$ cat src/verilog/rsr_defines.svh
// Register offsets, field positions, reset values and timing counts of the status readout.
`ifndef RSR_DEFINES_SVH
`define RSR_DEFINES_SVH

// ============================================================
// Register offsets
`define RSR_OFS_REG_TIMER   6'h2b
`define RSR_OFS_PEAK        6'h2c
`define RSR_OFS_GAIN        6'h2d
`define RSR_OFS_RSVD_A      6'h2e

// ============================================================
// Field positions
`define RSR_REG_CODE_LSB    4
`define RSR_GPT_BIT         2
`define RSR_NRT_BIT         1
`define RSR_MRT_BIT         0
`define RSR_AM_LSB          4
`define RSR_PM_LSB          0

// ============================================================
// Reset values
`define RSR_REG_CODE_MAX    4'hf
`define RSR_PEAK_RST        8'h00
`define RSR_GAIN_RST        8'h00
`define RSR_RSVD_VALUE      8'h00

// ============================================================
// Timing
`define RSR_READ_LATENCY    1

`endif

$ cat src/verilog/rsr_pkg.sv
// Types shared by the status readout block.
package rsr_pkg;

  // Timer activity levels from the timer block.
  typedef struct packed {
    logic gpt_run;
    logic nrt_run;
    logic mrt_run;
  } rsr_timers_t;

  // Per-channel 4-bit codes.
  typedef struct packed {
    logic [3:0] am;
    logic [3:0] pm;
  } rsr_chan_pair_t;

  // Register access request from the serial port.
  typedef struct packed {
    logic       rd;
    logic       wr;
    logic [5:0] addr;
    logic [7:0] wdata;
  } rsr_req_t;

  // Peak tracker states.
  typedef enum logic [1:0] {
    RSR_PK_IDLE  = 2'b01,
    RSR_PK_TRACK = 2'b10
  } rsr_pk_state_t;

endpackage

$ cat src/verilog/rsr_peak_hold.sv
// One 4-bit peak-hold nibble with clear.
`timescale 1ns/1ps
`include "rsr_defines.svh"

module rsr_peak_hold
#(
  parameter int WIDTH = 4
)
(
  // Clock and reset
  input  wire logic             clk_in,
  input  wire logic             rstn_in,
  // Control
  input  wire logic             clear_in,
  input  wire logic             sample_in,
  input  wire logic [WIDTH-1:0] code_in,
  // Result
  output logic      [WIDTH-1:0] peak_out
);

  logic [WIDTH-1:0] peak_reg;

  always_ff @(posedge clk_in)
  begin
    if (!rstn_in || clear_in)
      peak_reg <= '0;
    else if (sample_in && (code_in > peak_reg))
      peak_reg <= code_in;
  end

  assign peak_out = peak_reg;
endmodule

$ cat src/verilog/rsr_status_regs.sv
// Read-only status register group: regulator, timers, signal peaks, gain reduction.
`timescale 1ns/1ps
`include "rsr_defines.svh"

module rsr_status_regs
(
  // Clock and reset
  input  wire logic                   clk_in,
  input  wire logic                   rstn_in,
  input  wire logic                   set_default_in,
  // Register access from the serial port
  input  wire rsr_pkg::rsr_req_t      req_in,
  output logic [7:0]                  rdata_out,
  output logic                        rvalid_out,
  output logic                        hit_out,
  // Regulator sources
  input  wire logic                   reg_src_ext_in,
  input  wire logic [3:0]             reg_ext_code_in,
  input  wire logic                   adjust_done_in,
  input  wire logic [3:0]             adjust_code_in,
  // Timer activity
  input  wire rsr_pkg::rsr_timers_t   timers_in,
  // Signal strength measurement
  input  wire logic                   rssi_valid_in,
  input  wire rsr_pkg::rsr_chan_pair_t rssi_code_in,
  input  wire logic                   msg_start_in,
  input  wire logic                   clear_peak_cmd_in,
  input  wire logic                   pm_select_in,
  // Gain reduction contributions
  input  wire rsr_pkg::rsr_chan_pair_t gain_static_in,
  input  wire rsr_pkg::rsr_chan_pair_t gain_squelch_in,
  input  wire rsr_pkg::rsr_chan_pair_t gain_agc_in,
  // Status views
  output logic                        chan_pm_out,
  output logic [7:0]                  peak_out
);
  import rsr_pkg::*;

  // ============================================================
  // Local state
  logic                 srst;
  logic [3:0]           adj_code_reg;
  logic [3:0]           reg_code;
  logic [2:0]           timers_reg;
  logic [3:0]           am_peak_bit_vec;
  logic [3:0]           pm_peak_bit_vec;
  logic                 clear_peak;
  rsr_chan_pair_t       gain_reg;
  rsr_chan_pair_t       gain_next;
  logic                 chan_pm_reg;
  rsr_pk_state_t        pk_state_reg;
  rsr_pk_state_t        pk_state_next;
  logic [7:0]           rdata_reg;
  logic [7:0]           rdata_next;
  logic                 rvalid_reg;

  assign srst = !rstn_in || set_default_in;

  // Saturating 4-bit sum used by both channels.
  function automatic logic [3:0] sat_add3(input logic [3:0] a, input logic [3:0] b, input logic [3:0] c);
    logic [5:0] s;
    s = {2'b00, a} + {2'b00, b} + {2'b00, c};
    sat_add3 = (s > 6'h0f) ? 4'hf : s[3:0];
  endfunction

  // Address match inside this group.
  function automatic logic in_group(input logic [5:0] a);
    in_group = (a >= `RSR_OFS_REG_TIMER) && (a <= `RSR_OFS_RSVD_A);
  endfunction

  // ============================================================
  // Regulator code
  // Reset to top code.
  always_ff @(posedge clk_in)
  begin
    if (srst)
      adj_code_reg <= `RSR_REG_CODE_MAX;
    else if (adjust_done_in)
      adj_code_reg <= adjust_code_in;
  end

  assign reg_code = reg_src_ext_in ? reg_ext_code_in : adj_code_reg;

  // ============================================================
  // Timer flags
  // The flags follow the timers with one cycle of delay to align with read data.
  // Timer running flags.
  always_ff @(posedge clk_in)
  begin
    if (srst)
      timers_reg <= 3'h0;
    else
      timers_reg <= {timers_in.gpt_run, timers_in.nrt_run, timers_in.mrt_run};
  end

  // ============================================================
  // Peak tracking
  // Clear sources.
  assign clear_peak = srst || msg_start_in || clear_peak_cmd_in;

  always_comb
  begin
    pk_state_next = pk_state_reg;
    case (pk_state_reg)
      RSR_PK_IDLE:  if (rssi_valid_in && !clear_peak) pk_state_next = RSR_PK_TRACK;
      RSR_PK_TRACK: if (clear_peak) pk_state_next = RSR_PK_IDLE;
      default:      pk_state_next = RSR_PK_IDLE;
    endcase
  end

  always_ff @(posedge clk_in)
  begin
    if (srst)
      pk_state_reg <= RSR_PK_IDLE;
    else
      pk_state_reg <= pk_state_next;
  end

  rsr_peak_hold #(.WIDTH(4)) u_am_peak
  (
    .clk_in    (clk_in),
    .rstn_in   (rstn_in),
    .clear_in  (clear_peak),
    .sample_in (rssi_valid_in),
    .code_in   (rssi_code_in.am),
    .peak_out  (am_peak_bit_vec)
  );

  rsr_peak_hold #(.WIDTH(4)) u_pm_peak
  (
    .clk_in    (clk_in),
    .rstn_in   (rstn_in),
    .clear_in  (clear_peak),
    .sample_in (rssi_valid_in),
    .code_in   (rssi_code_in.pm),
    .peak_out  (pm_peak_bit_vec)
  );

  assign peak_out = {am_peak_bit_vec, pm_peak_bit_vec};

  always_ff @(posedge clk_in)
  begin
    if (srst)
      chan_pm_reg <= 1'b0;
    else
      chan_pm_reg <= pm_select_in;
  end

  assign chan_pm_out = chan_pm_reg;

  // ============================================================
  // Gain reduction
  // Saturating combination, since the nibble cannot show more than 15 steps.
  always_comb
  begin
    gain_next.am = sat_add3(gain_static_in.am, gain_squelch_in.am, gain_agc_in.am);
    gain_next.pm = sat_add3(gain_static_in.pm, gain_squelch_in.pm, gain_agc_in.pm);
  end

  always_ff @(posedge clk_in)
  begin
    if (srst)
      gain_reg <= `RSR_GAIN_RST;
    else
      gain_reg <= gain_next;
  end

  // ============================================================
  // Read port
  always_comb
  begin
    rdata_next = 8'h00;
    case (req_in.addr)
      `RSR_OFS_REG_TIMER: rdata_next = {reg_code, 1'b0, timers_reg};
      `RSR_OFS_PEAK:      rdata_next = {am_peak_bit_vec, pm_peak_bit_vec};
      `RSR_OFS_GAIN:      rdata_next = {gain_reg.am, gain_reg.pm};
      `RSR_OFS_RSVD_A:    rdata_next = `RSR_RSVD_VALUE;
      default:            rdata_next = 8'h00;
    endcase
  end

  // Only reads are served; writes have no path into state.
  always_ff @(posedge clk_in)
  begin
    if (!rstn_in)
      rdata_reg <= 8'h00;
    else if (req_in.rd && in_group(req_in.addr))
      rdata_reg <= rdata_next;
  end

  always_ff @(posedge clk_in)
  begin
    if (!rstn_in)
      rvalid_reg <= 1'b0;
    else
      rvalid_reg <= req_in.rd && in_group(req_in.addr);
  end

  assign rdata_out  = rdata_reg;
  assign rvalid_out = rvalid_reg;
  assign hit_out    = in_group(req_in.addr);
endmodule

$ cat config.mk
export PLATFORM = sky130hd
export DESIGN_NAME = rsr_status_regs
export DESIGN_NICKNAME = d
export VERILOG_FILES = /design/src/verilog/rsr_pkg.sv /design/src/verilog/rsr_peak_hold.sv /design/src/verilog/rsr_status_regs.sv
export VERILOG_INCLUDE_DIRS = /design/src /design/src/verilog
export SDC_FILE = /design/constraint.sdc
export NUM_CORES = 1
export LEC_CHECK = 0
export ABC_AREA = 1
export BUFFER_PORTS_ARGS = -buffer_cell sky130_fd_sc_hd__buf_2
export CORE_ASPECT_RATIO = 0.8
export CORE_MARGIN = 5
export CORE_UTILIZATION = 44
export CTS_CLUSTER_SIZE = 25
export DETAILED_ROUTE_END_ITERATION = 10
export PLACE_DENSITY = 0.76
export SLEW_MARGIN = 20
export SYNTH_ARGS = -nofsm -noshare
export SYNTH_HDL_FRONTEND = slang
export SYNTH_HIERARCHICAL = 1
export SYNTH_SLANG_ARGS = --single-unit
$ cat constraint.sdc
create_clock -name clk_in -period 2.5 [get_ports clk_in]
set_clock_uncertainty 0.2 [all_clocks]
set_input_delay 0.75 -clock clk_in [delete_from_list [all_inputs] [get_ports clk_in]]
set_output_delay 0.75 -clock clk_in [all_outputs]
set_load 0.01 [all_outputs]
==> summary.md, run 1 <==
| Metric | Value |
|---|---|
| # diodes | `0` |
| Fin util | `57.4%` |
| Latest clock arrival within the worst-skew pair | `0.29 ns` |
| Yosys reg bits | `33` |
| Die H | `~74 um` |
| Rows | `23` |
| Sequential share of the synthesized area | `about 30%` |
| Global-route track usage on met1 | `between 10% and 20%` |
| Post-synth ARST share | `0%` |
| CP max FO | `2` |
| Layout cells sized above 1 | `roughly 28%` |
| Max stage delay on crit path | `0.12 ns` |
| IO Port Bufs | `77` |
| Top-count cell post-synth | `inv_1` |
| Number of global-route vias before repair | `around 2000` |
| Post-route insts no fill | `473` |
| Power Dens Cells | `484 nW/um^2` |
| Critical path class | `in -> out` |
| Fin. max-slew vios | `0` |
| Synth top area cells | `dfxtp_1 29%, inv_1 13%, nand2_1 9.2%, fa_1 8.9%, nand3_1 8.7%` |
| Endpoints failing setup | `0` |
| Die area | `about 6600 um^2` |
| WP data required | `between 1.5 and 2 ns` |
| Hold Violations, Final | `0` |
| Maximum VDD drop | `~0.0004 V` |
| Post-detail-place hpwl | `4.11 mm` |
| CP max stage cell | `buf_2` |
| Synth top area share | `roughly 29%` |
| # DRC | `0` |
| DRT Pass-1 Iters | `4` |
| Antenna violations before repair | `0` |
| Worst-margin pin slew | `between 0.5 and 0.6 ns` |
| Vias per inst | `4.47` |
| Total track usage | `15.0%` |
| Post-synth EDFFs | `0` |
| Most frequently used flop master after synthesis | `dfxtp_1` |
| Critical path arrival | `about 1.4 ns` |
| CP endpoint kind | `primary output` |
| Design area | `approximately 2900 um^2` |
| Status | `complete, no violations` |
| GPL Wtd Cong | `between 0.7 and 0.8` |
| Via count | `2114` |
| Min-delay worst type | `reg -> reg` |
| Max Clk Rate | `0.418 GHz` |
| Register area | `661 um^2` |
| Relative slew slack | `roughly two thirds` |
| Startpoint types | `primary input` |
| Largest net degree at the start of global routing | `18` |
| Initial DRC Count | `between 90 and 100` |
| Clock-pin slew on the worst setup and hold paths | `~0.070 ns` |
| Final min period | `between 2 and 2.5 ns` |
| Clk root buf | `clkbuf_8` |
| CTS sink cnt | `33` |
| Global route hottest layer | `met2` |
| Starting Density | `a little under half` |
| LEAKAGE | `between 1.5 and 2 nW` |
| WL/cell | `~10 um` |
| Post-synth top cells | `78 x inv_1, 55 x nand2_1, 39 x nand3_1, 33 x dfxtp_1, 33 x nor2_1` |
| Final #Nets | `roughly 500` |
| Post-synth cell types | `20` |
| Synth-to-layout area growth | `27.2%` |
| Cell accounting for the most synthesized area | `dfxtp_1` |
| Syn Area/Cell | `around 7.0 um^2` |
| Yosys warns | `6` |
| Hold Buf Count CTS | `0` |
| Core outline area | `between 4000 and 5000 um^2` |
| Final wirelength | `4.84 mm` |
| Pwr Total | `1.38 mW` |
| Fin Hold WS | `between 0.2 and 0.3 ns` |
| Setup TNS | `0 ns` |
| Worst slack at placement | `-0.191 ns` |
| Total clock buffers created by CTS | `5` |
| CP Cell Sequence | `buf_2 > inv_1 > nand2_1 > nor2_4 > inv_2 > nand2_2 > nand2_1 > inv_1 > buf_2` |
| CTS H-Tree Depth | `2` |
| Max-cap check violation count | `0` |
| Filler cells | `480` |
| IO Pins | `87` |
| Grt met2 use | `between 20% and 30%` |
| Met3 usage | `between 4 and 5%` |
| Synth Cell Area | `about 2200 um^2` |
| Final worst slack | `about 0.11 ns` |
| Gr ovfl total | `0` |
| TritonCTS clock tree | `done` |
| Syn Inst Count | `~320` |
| Unrepaired setup endpoints after global routing | `false` |
| Die Wd | `around 90 um` |
| DP Area | `2740 um^2` |
| ANT nets after route | `0` |
| CTS Buffer Depth | `2` |
| First-pass GRT wire length | `8.40 mm` |
| Area of the multi-input gates | `~1300 um^2` |
| Post-synthesis net count | `415` |
| Fin crit share | `between 90% and 100%` |
| Placed cell count | `about 470` |
-- cells by family (layout without fill, tap and decap cells) --
family,Yosys count,count (layout),synth area share [%]
XOR/XNOR,2,2,0.780
AO/OA/AOI/OAI,27,27,6.24
buffers and inverters,85,173,14.7
AND/OR/NAND/NOR,152,152,32.2
adder cells (fa/ha/maj),24,24,16.7
flip-flops,33,33,29.4
-- placed cells by master, fill, tap and decap left out --
cell type / instances
clkbuf_8: 5
inv_1: 78
buf_2: 77
ha_1: 14
o21ai_1: 1
nand2_1: 55
nand2_2: 4
nand4_1: 8
nor2_4: 6
a21oi_1: 14
or2_2: 2
a21boi_0: 1
inv_2: 4
buf_4: 6
bufinv_16: 1
clkinv_4: 1
clkinvlp_4: 1
nor2_1: 33
dfxtp_1: 33
o21ai_2: 1
nand3_4: 1
xor2_1: 2
fa_1: 8
nor2_2: 4
a21boi_1: 1
fa_2: 2
nand3_1: 39
o21ai_0: 9
-- power by group --
part / internal (mW) / switching (mW)
combinational: 0.149 / 0.178
clock: 0.298 / 0.202
sequential: 0.548 / 0.00759
total: 0.995 / 0.387
-- what timing repair did --
action	CTS	global route
setup endpoints to repair	0	2
hold endpoints to repair	0	0
gates resized for setup	0	3
setup buffers	0	0
-- critical path, delay by kind of cell --
family / cells / cell delay, ns
buf+inv: 5 / 0.37
simple gates: 4 / 0.33
-- area by class of cell --
type,instances,area share [%]
Multi-Input combinational cell,205,44.3
Sequential cell,33,23.1
Tap cell,62,2.72
Timing Repair Buffer,83,15.1
Clock buffer,5,2.41
Inverter,82,10.8
Clock inverter,3,1.62
-- path summary, 6_finish.rpt --
check                                            from                     to  slack, ns  depth (start not counted)
worst max-delay path                       req_in[12]                hit_out       0.11                          9
worst min-delay path                  adj_code_reg[2]        adj_code_reg[2]       0.26                          2
worst max register to register  u_am_peak/peak_out[3]  u_am_peak/peak_out[3]       0.87                          8
worst min register to register        adj_code_reg[2]        adj_code_reg[2]       0.26                          2
-- routing by layer --
metal / routed length, um / vias up
li1: - / 1161
met1: 2280 / 886
met2: 2180 / 63
met3: 341 / 4
met4: 41 / 0
met5: 0 / -
(Power assumes the default switching activity.)
==> run 2: changes to the inputs <==
==> constraint.sdc (replaced) <==
create_clock -name clk_in -period 2 [get_ports clk_in]
set_clock_uncertainty 0.2 [all_clocks]
set_input_delay 0.6 -clock clk_in [delete_from_list [all_inputs] [get_ports clk_in]]
set_output_delay 0.6 -clock clk_in [all_outputs]
set_load 0.01 [all_outputs]
==> summary.md, run 2 (same netlist as run 1, synthesis figures left out) <==
| Metric | Value |
|---|---|
| Commonest non-fill, non-tap cell in the layout | `inv_1 (unchanged)` |
| Core outline area | `4980 um^2 (unchanged)` |
| First-pass GRT wire length | `9.07 mm (was 8.40 mm)` |
| WP data required | `1.98 ns (was 1.55 ns)` |
| Fin crit share | `109%` |
| Endpoints failing setup | `8 (was 0)` |
| Worst-margin pin slew | `0.366 ns (was 0.504 ns)` |
| Latest clock arrival within the worst-skew pair | `0.28 ns (was 0.29 ns)` |
| R2R depth | `8 (unchanged)` |
| Status | `finished with violations (was complete, no violations)` |
| Register area | `661 um^2 (unchanged)` |
| Worst r2r dst | `u_pm_peak/peak_out[2] (was u_am_peak/peak_out[3])` |
| Initial DRC Count | `101 (was 92)` |
| IO Port Bufs | `77 (unchanged)` |
| Worst reg2reg setup slack | `0.37 ns (was 0.87 ns)` |
| Vias per inst | `4.62 (was 4.47)` |
| Min-delay worst type | `reg -> reg (unchanged)` |
| Worst flop-to-flop path startpoint | `u_pm_peak/peak_out[3] (was u_am_peak/peak_out[3])` |
| Total track usage | `16.4% (was 15.0%)` |
| Maximum VDD drop | `0.000387 V (was 0.000400 V)` |
| Largest net degree at the start of global routing | `18 (unchanged)` |
| Critical path arrival | `2.15 ns (was 1.44 ns)` |
| ANT nets after route | `0 (unchanged)` |
| WL/cell | `11.1 um (was 10.2 um)` |
| Antenna violations before repair | `0 (unchanged)` |
| Synth-to-layout area growth | `39.9% (was 27.2%)` |
| Fin. max-slew vios | `0 (unchanged)` |
| Final wirelength | `5.47 mm (was 4.84 mm)` |
| Die Wd | `89.9 um (unchanged)` |
| Final min period | `2.17 ns` |
| Failing checks | `negative setup slack` |
| Worst setup startpoint | `gain_agc_in[5] (was req_in[12])` |
| # diodes | `0 (unchanged)` |
| Final #Nets | `522 (was 502)` |
| Filler cells | `450 (was 480)` |
| Unrepaired setup endpoints after global routing | `true (was false)` |
| Number of global-route vias before repair | `2193 (was 1994)` |
| CTS Buffer Depth | `2 (unchanged)` |
| Startpoint types | `primary input (unchanged)` |
| Post-detail-place hpwl | `4.24 mm (was 4.11 mm)` |
| Pwr Total | `1.66 mW (was 1.38 mW)` |
| Total clock buffers created by CTS | `5 (unchanged)` |
| Hold Violations, Final | `0 (unchanged)` |
| Rows | `23 (unchanged)` |
| Area of the multi-input gates | `1370 um^2 (was 1260 um^2)` |
| Clk root buf | `clkbuf_8 (unchanged)` |
| Fin util | `63.1% (was 57.4%)` |
| Via count | `2269 (was 2114)` |
| Layout cells sized above 1 | `36.1% (was 28.0%)` |
| Power Dens Cells | `528 nW/um^2 (was 484 nW/um^2)` |
| Gr ovfl total | `0 (unchanged)` |
| TritonCTS clock tree | `done (unchanged)` |
| Relative slew slack | `75.5% (was 66.3%)` |
| GPL Wtd Cong | `0.744 (was 0.762)` |
| Die area | `6640 um^2 (unchanged)` |
| Critical path class | `in -> reg (was in -> out)` |
| LEAKAGE | `1.76 nW (was 1.64 nW)` |
| CP endpoint kind | `flip-flop (was primary output)` |
| CTS sink cnt | `33 (unchanged)` |
| Die H | `73.9 um (unchanged)` |
| CTS H-Tree Depth | `2 (unchanged)` |
| Max-cap check violation count | `0 (unchanged)` |
| Most frequent cells in the layout | `70 x inv_1, 66 x buf_2, 51 x nand2_1 (was 78 x inv_1, 77 x buf_2, 55 x nand2_1)` |
| # DRC | `0 (unchanged)` |
| DRT Pass-1 Iters | `4 (unchanged)` |
| CP max FO | `2 (unchanged)` |
| Clock-pin slew on the worst setup and hold paths | `0.06 ns (was 0.07 ns)` |
| Starting Density | `45.1% (unchanged)` |
| Max Clk Rate | `0.460 GHz` |
| IO Pins | `87 (unchanged)` |
| Final worst slack | `-0.173 ns (was 0.108 ns)` |
| Worst setup path endpoint | `gain_reg[7] (was hit_out)` |
[run 2: area by class of cell]
| type | instances | area share (%) |
|---|---|---|
| Sequential cell | 33 | 21.0 |
| Multi-Input combinational cell | 206 | 43.5 |
| Clock buffer | 5 | 2.19 |
| Timing Repair Buffer | 102 | 20.7 |
| Clock inverter | 1 | 0.159 |
| Inverter | 82 | 9.96 |
| Tap cell | 62 | 2.47 |
[run 2: stage by stage]
stage	hold WS [ns]	setup slack (ns)	setup TNS, ns	instances	cell area (um^2)
2_1_floorplan	0.231	-0.294	-2.10	323	2300
3_3_place_gp	0.246	-0.445	-3.34	471	2830
3_5_place_dp	0.253	-0.476	-3.58	471	2830
4_1_cts	0.264	-0.177	-0.981	489	3090
5_1_grt	0.280	-0.257	-1.59	491	3140
6_report	0.265	-0.173	-0.967	491	3140
[run 2: worst min-delay path by stage]
stage,from,endpoint,slack (ns),cells past startpoint
after floorplan,adj_code_reg[1],adj_code_reg[1],0.23,2
after global placement,adj_code_reg[2],adj_code_reg[2],0.25,2
after detailed placement,adj_code_reg[2],adj_code_reg[2],0.25,2
after CTS,adj_code_reg[2],adj_code_reg[2],0.26,2
after global routing,adj_code_reg[2],adj_code_reg[2],0.28,2
final,adj_code_reg[2],adj_code_reg[2],0.26,2
[run 2: repair_timing]
action	CTS	global route
gates cloned	0	1
setup buffers	12	1
pin swaps	20	17
gates resized for setup	25	8
hold buffers	0	0
setup endpoints to repair	9	16
[run 2: metal layers]
layer  vias to the layer above  global-route usage, %  routed length [um]
li1                       1202                      -                   -
met1                       996                   19.8                2430
met2                        65                   29.1                2620
met3                         6                   5.12                 374
met4                         0                   3.47                  38
met5                         -                      0                   0
[run 2: report_power, final]
group / leakage [nW] / total, mW / internal (mW) / switching [mW]
Clock: 0.0399 / 0.447 / 0.228 / 0.218
Combinational: 1.45 / 0.515 / 0.257 / 0.258
Sequential: 0.269 / 0.696 / 0.686 / 0.0102
[run 2: critical path: stages]
cell	delay (ns)
buf_6	0.09
fa_1	0.53
ha_2	0.18
inv_2	0.04
fa_2	0.34
xor2_1	0.14
nand4_1	0.11
nand2_1	0.07
inv_1	0.05
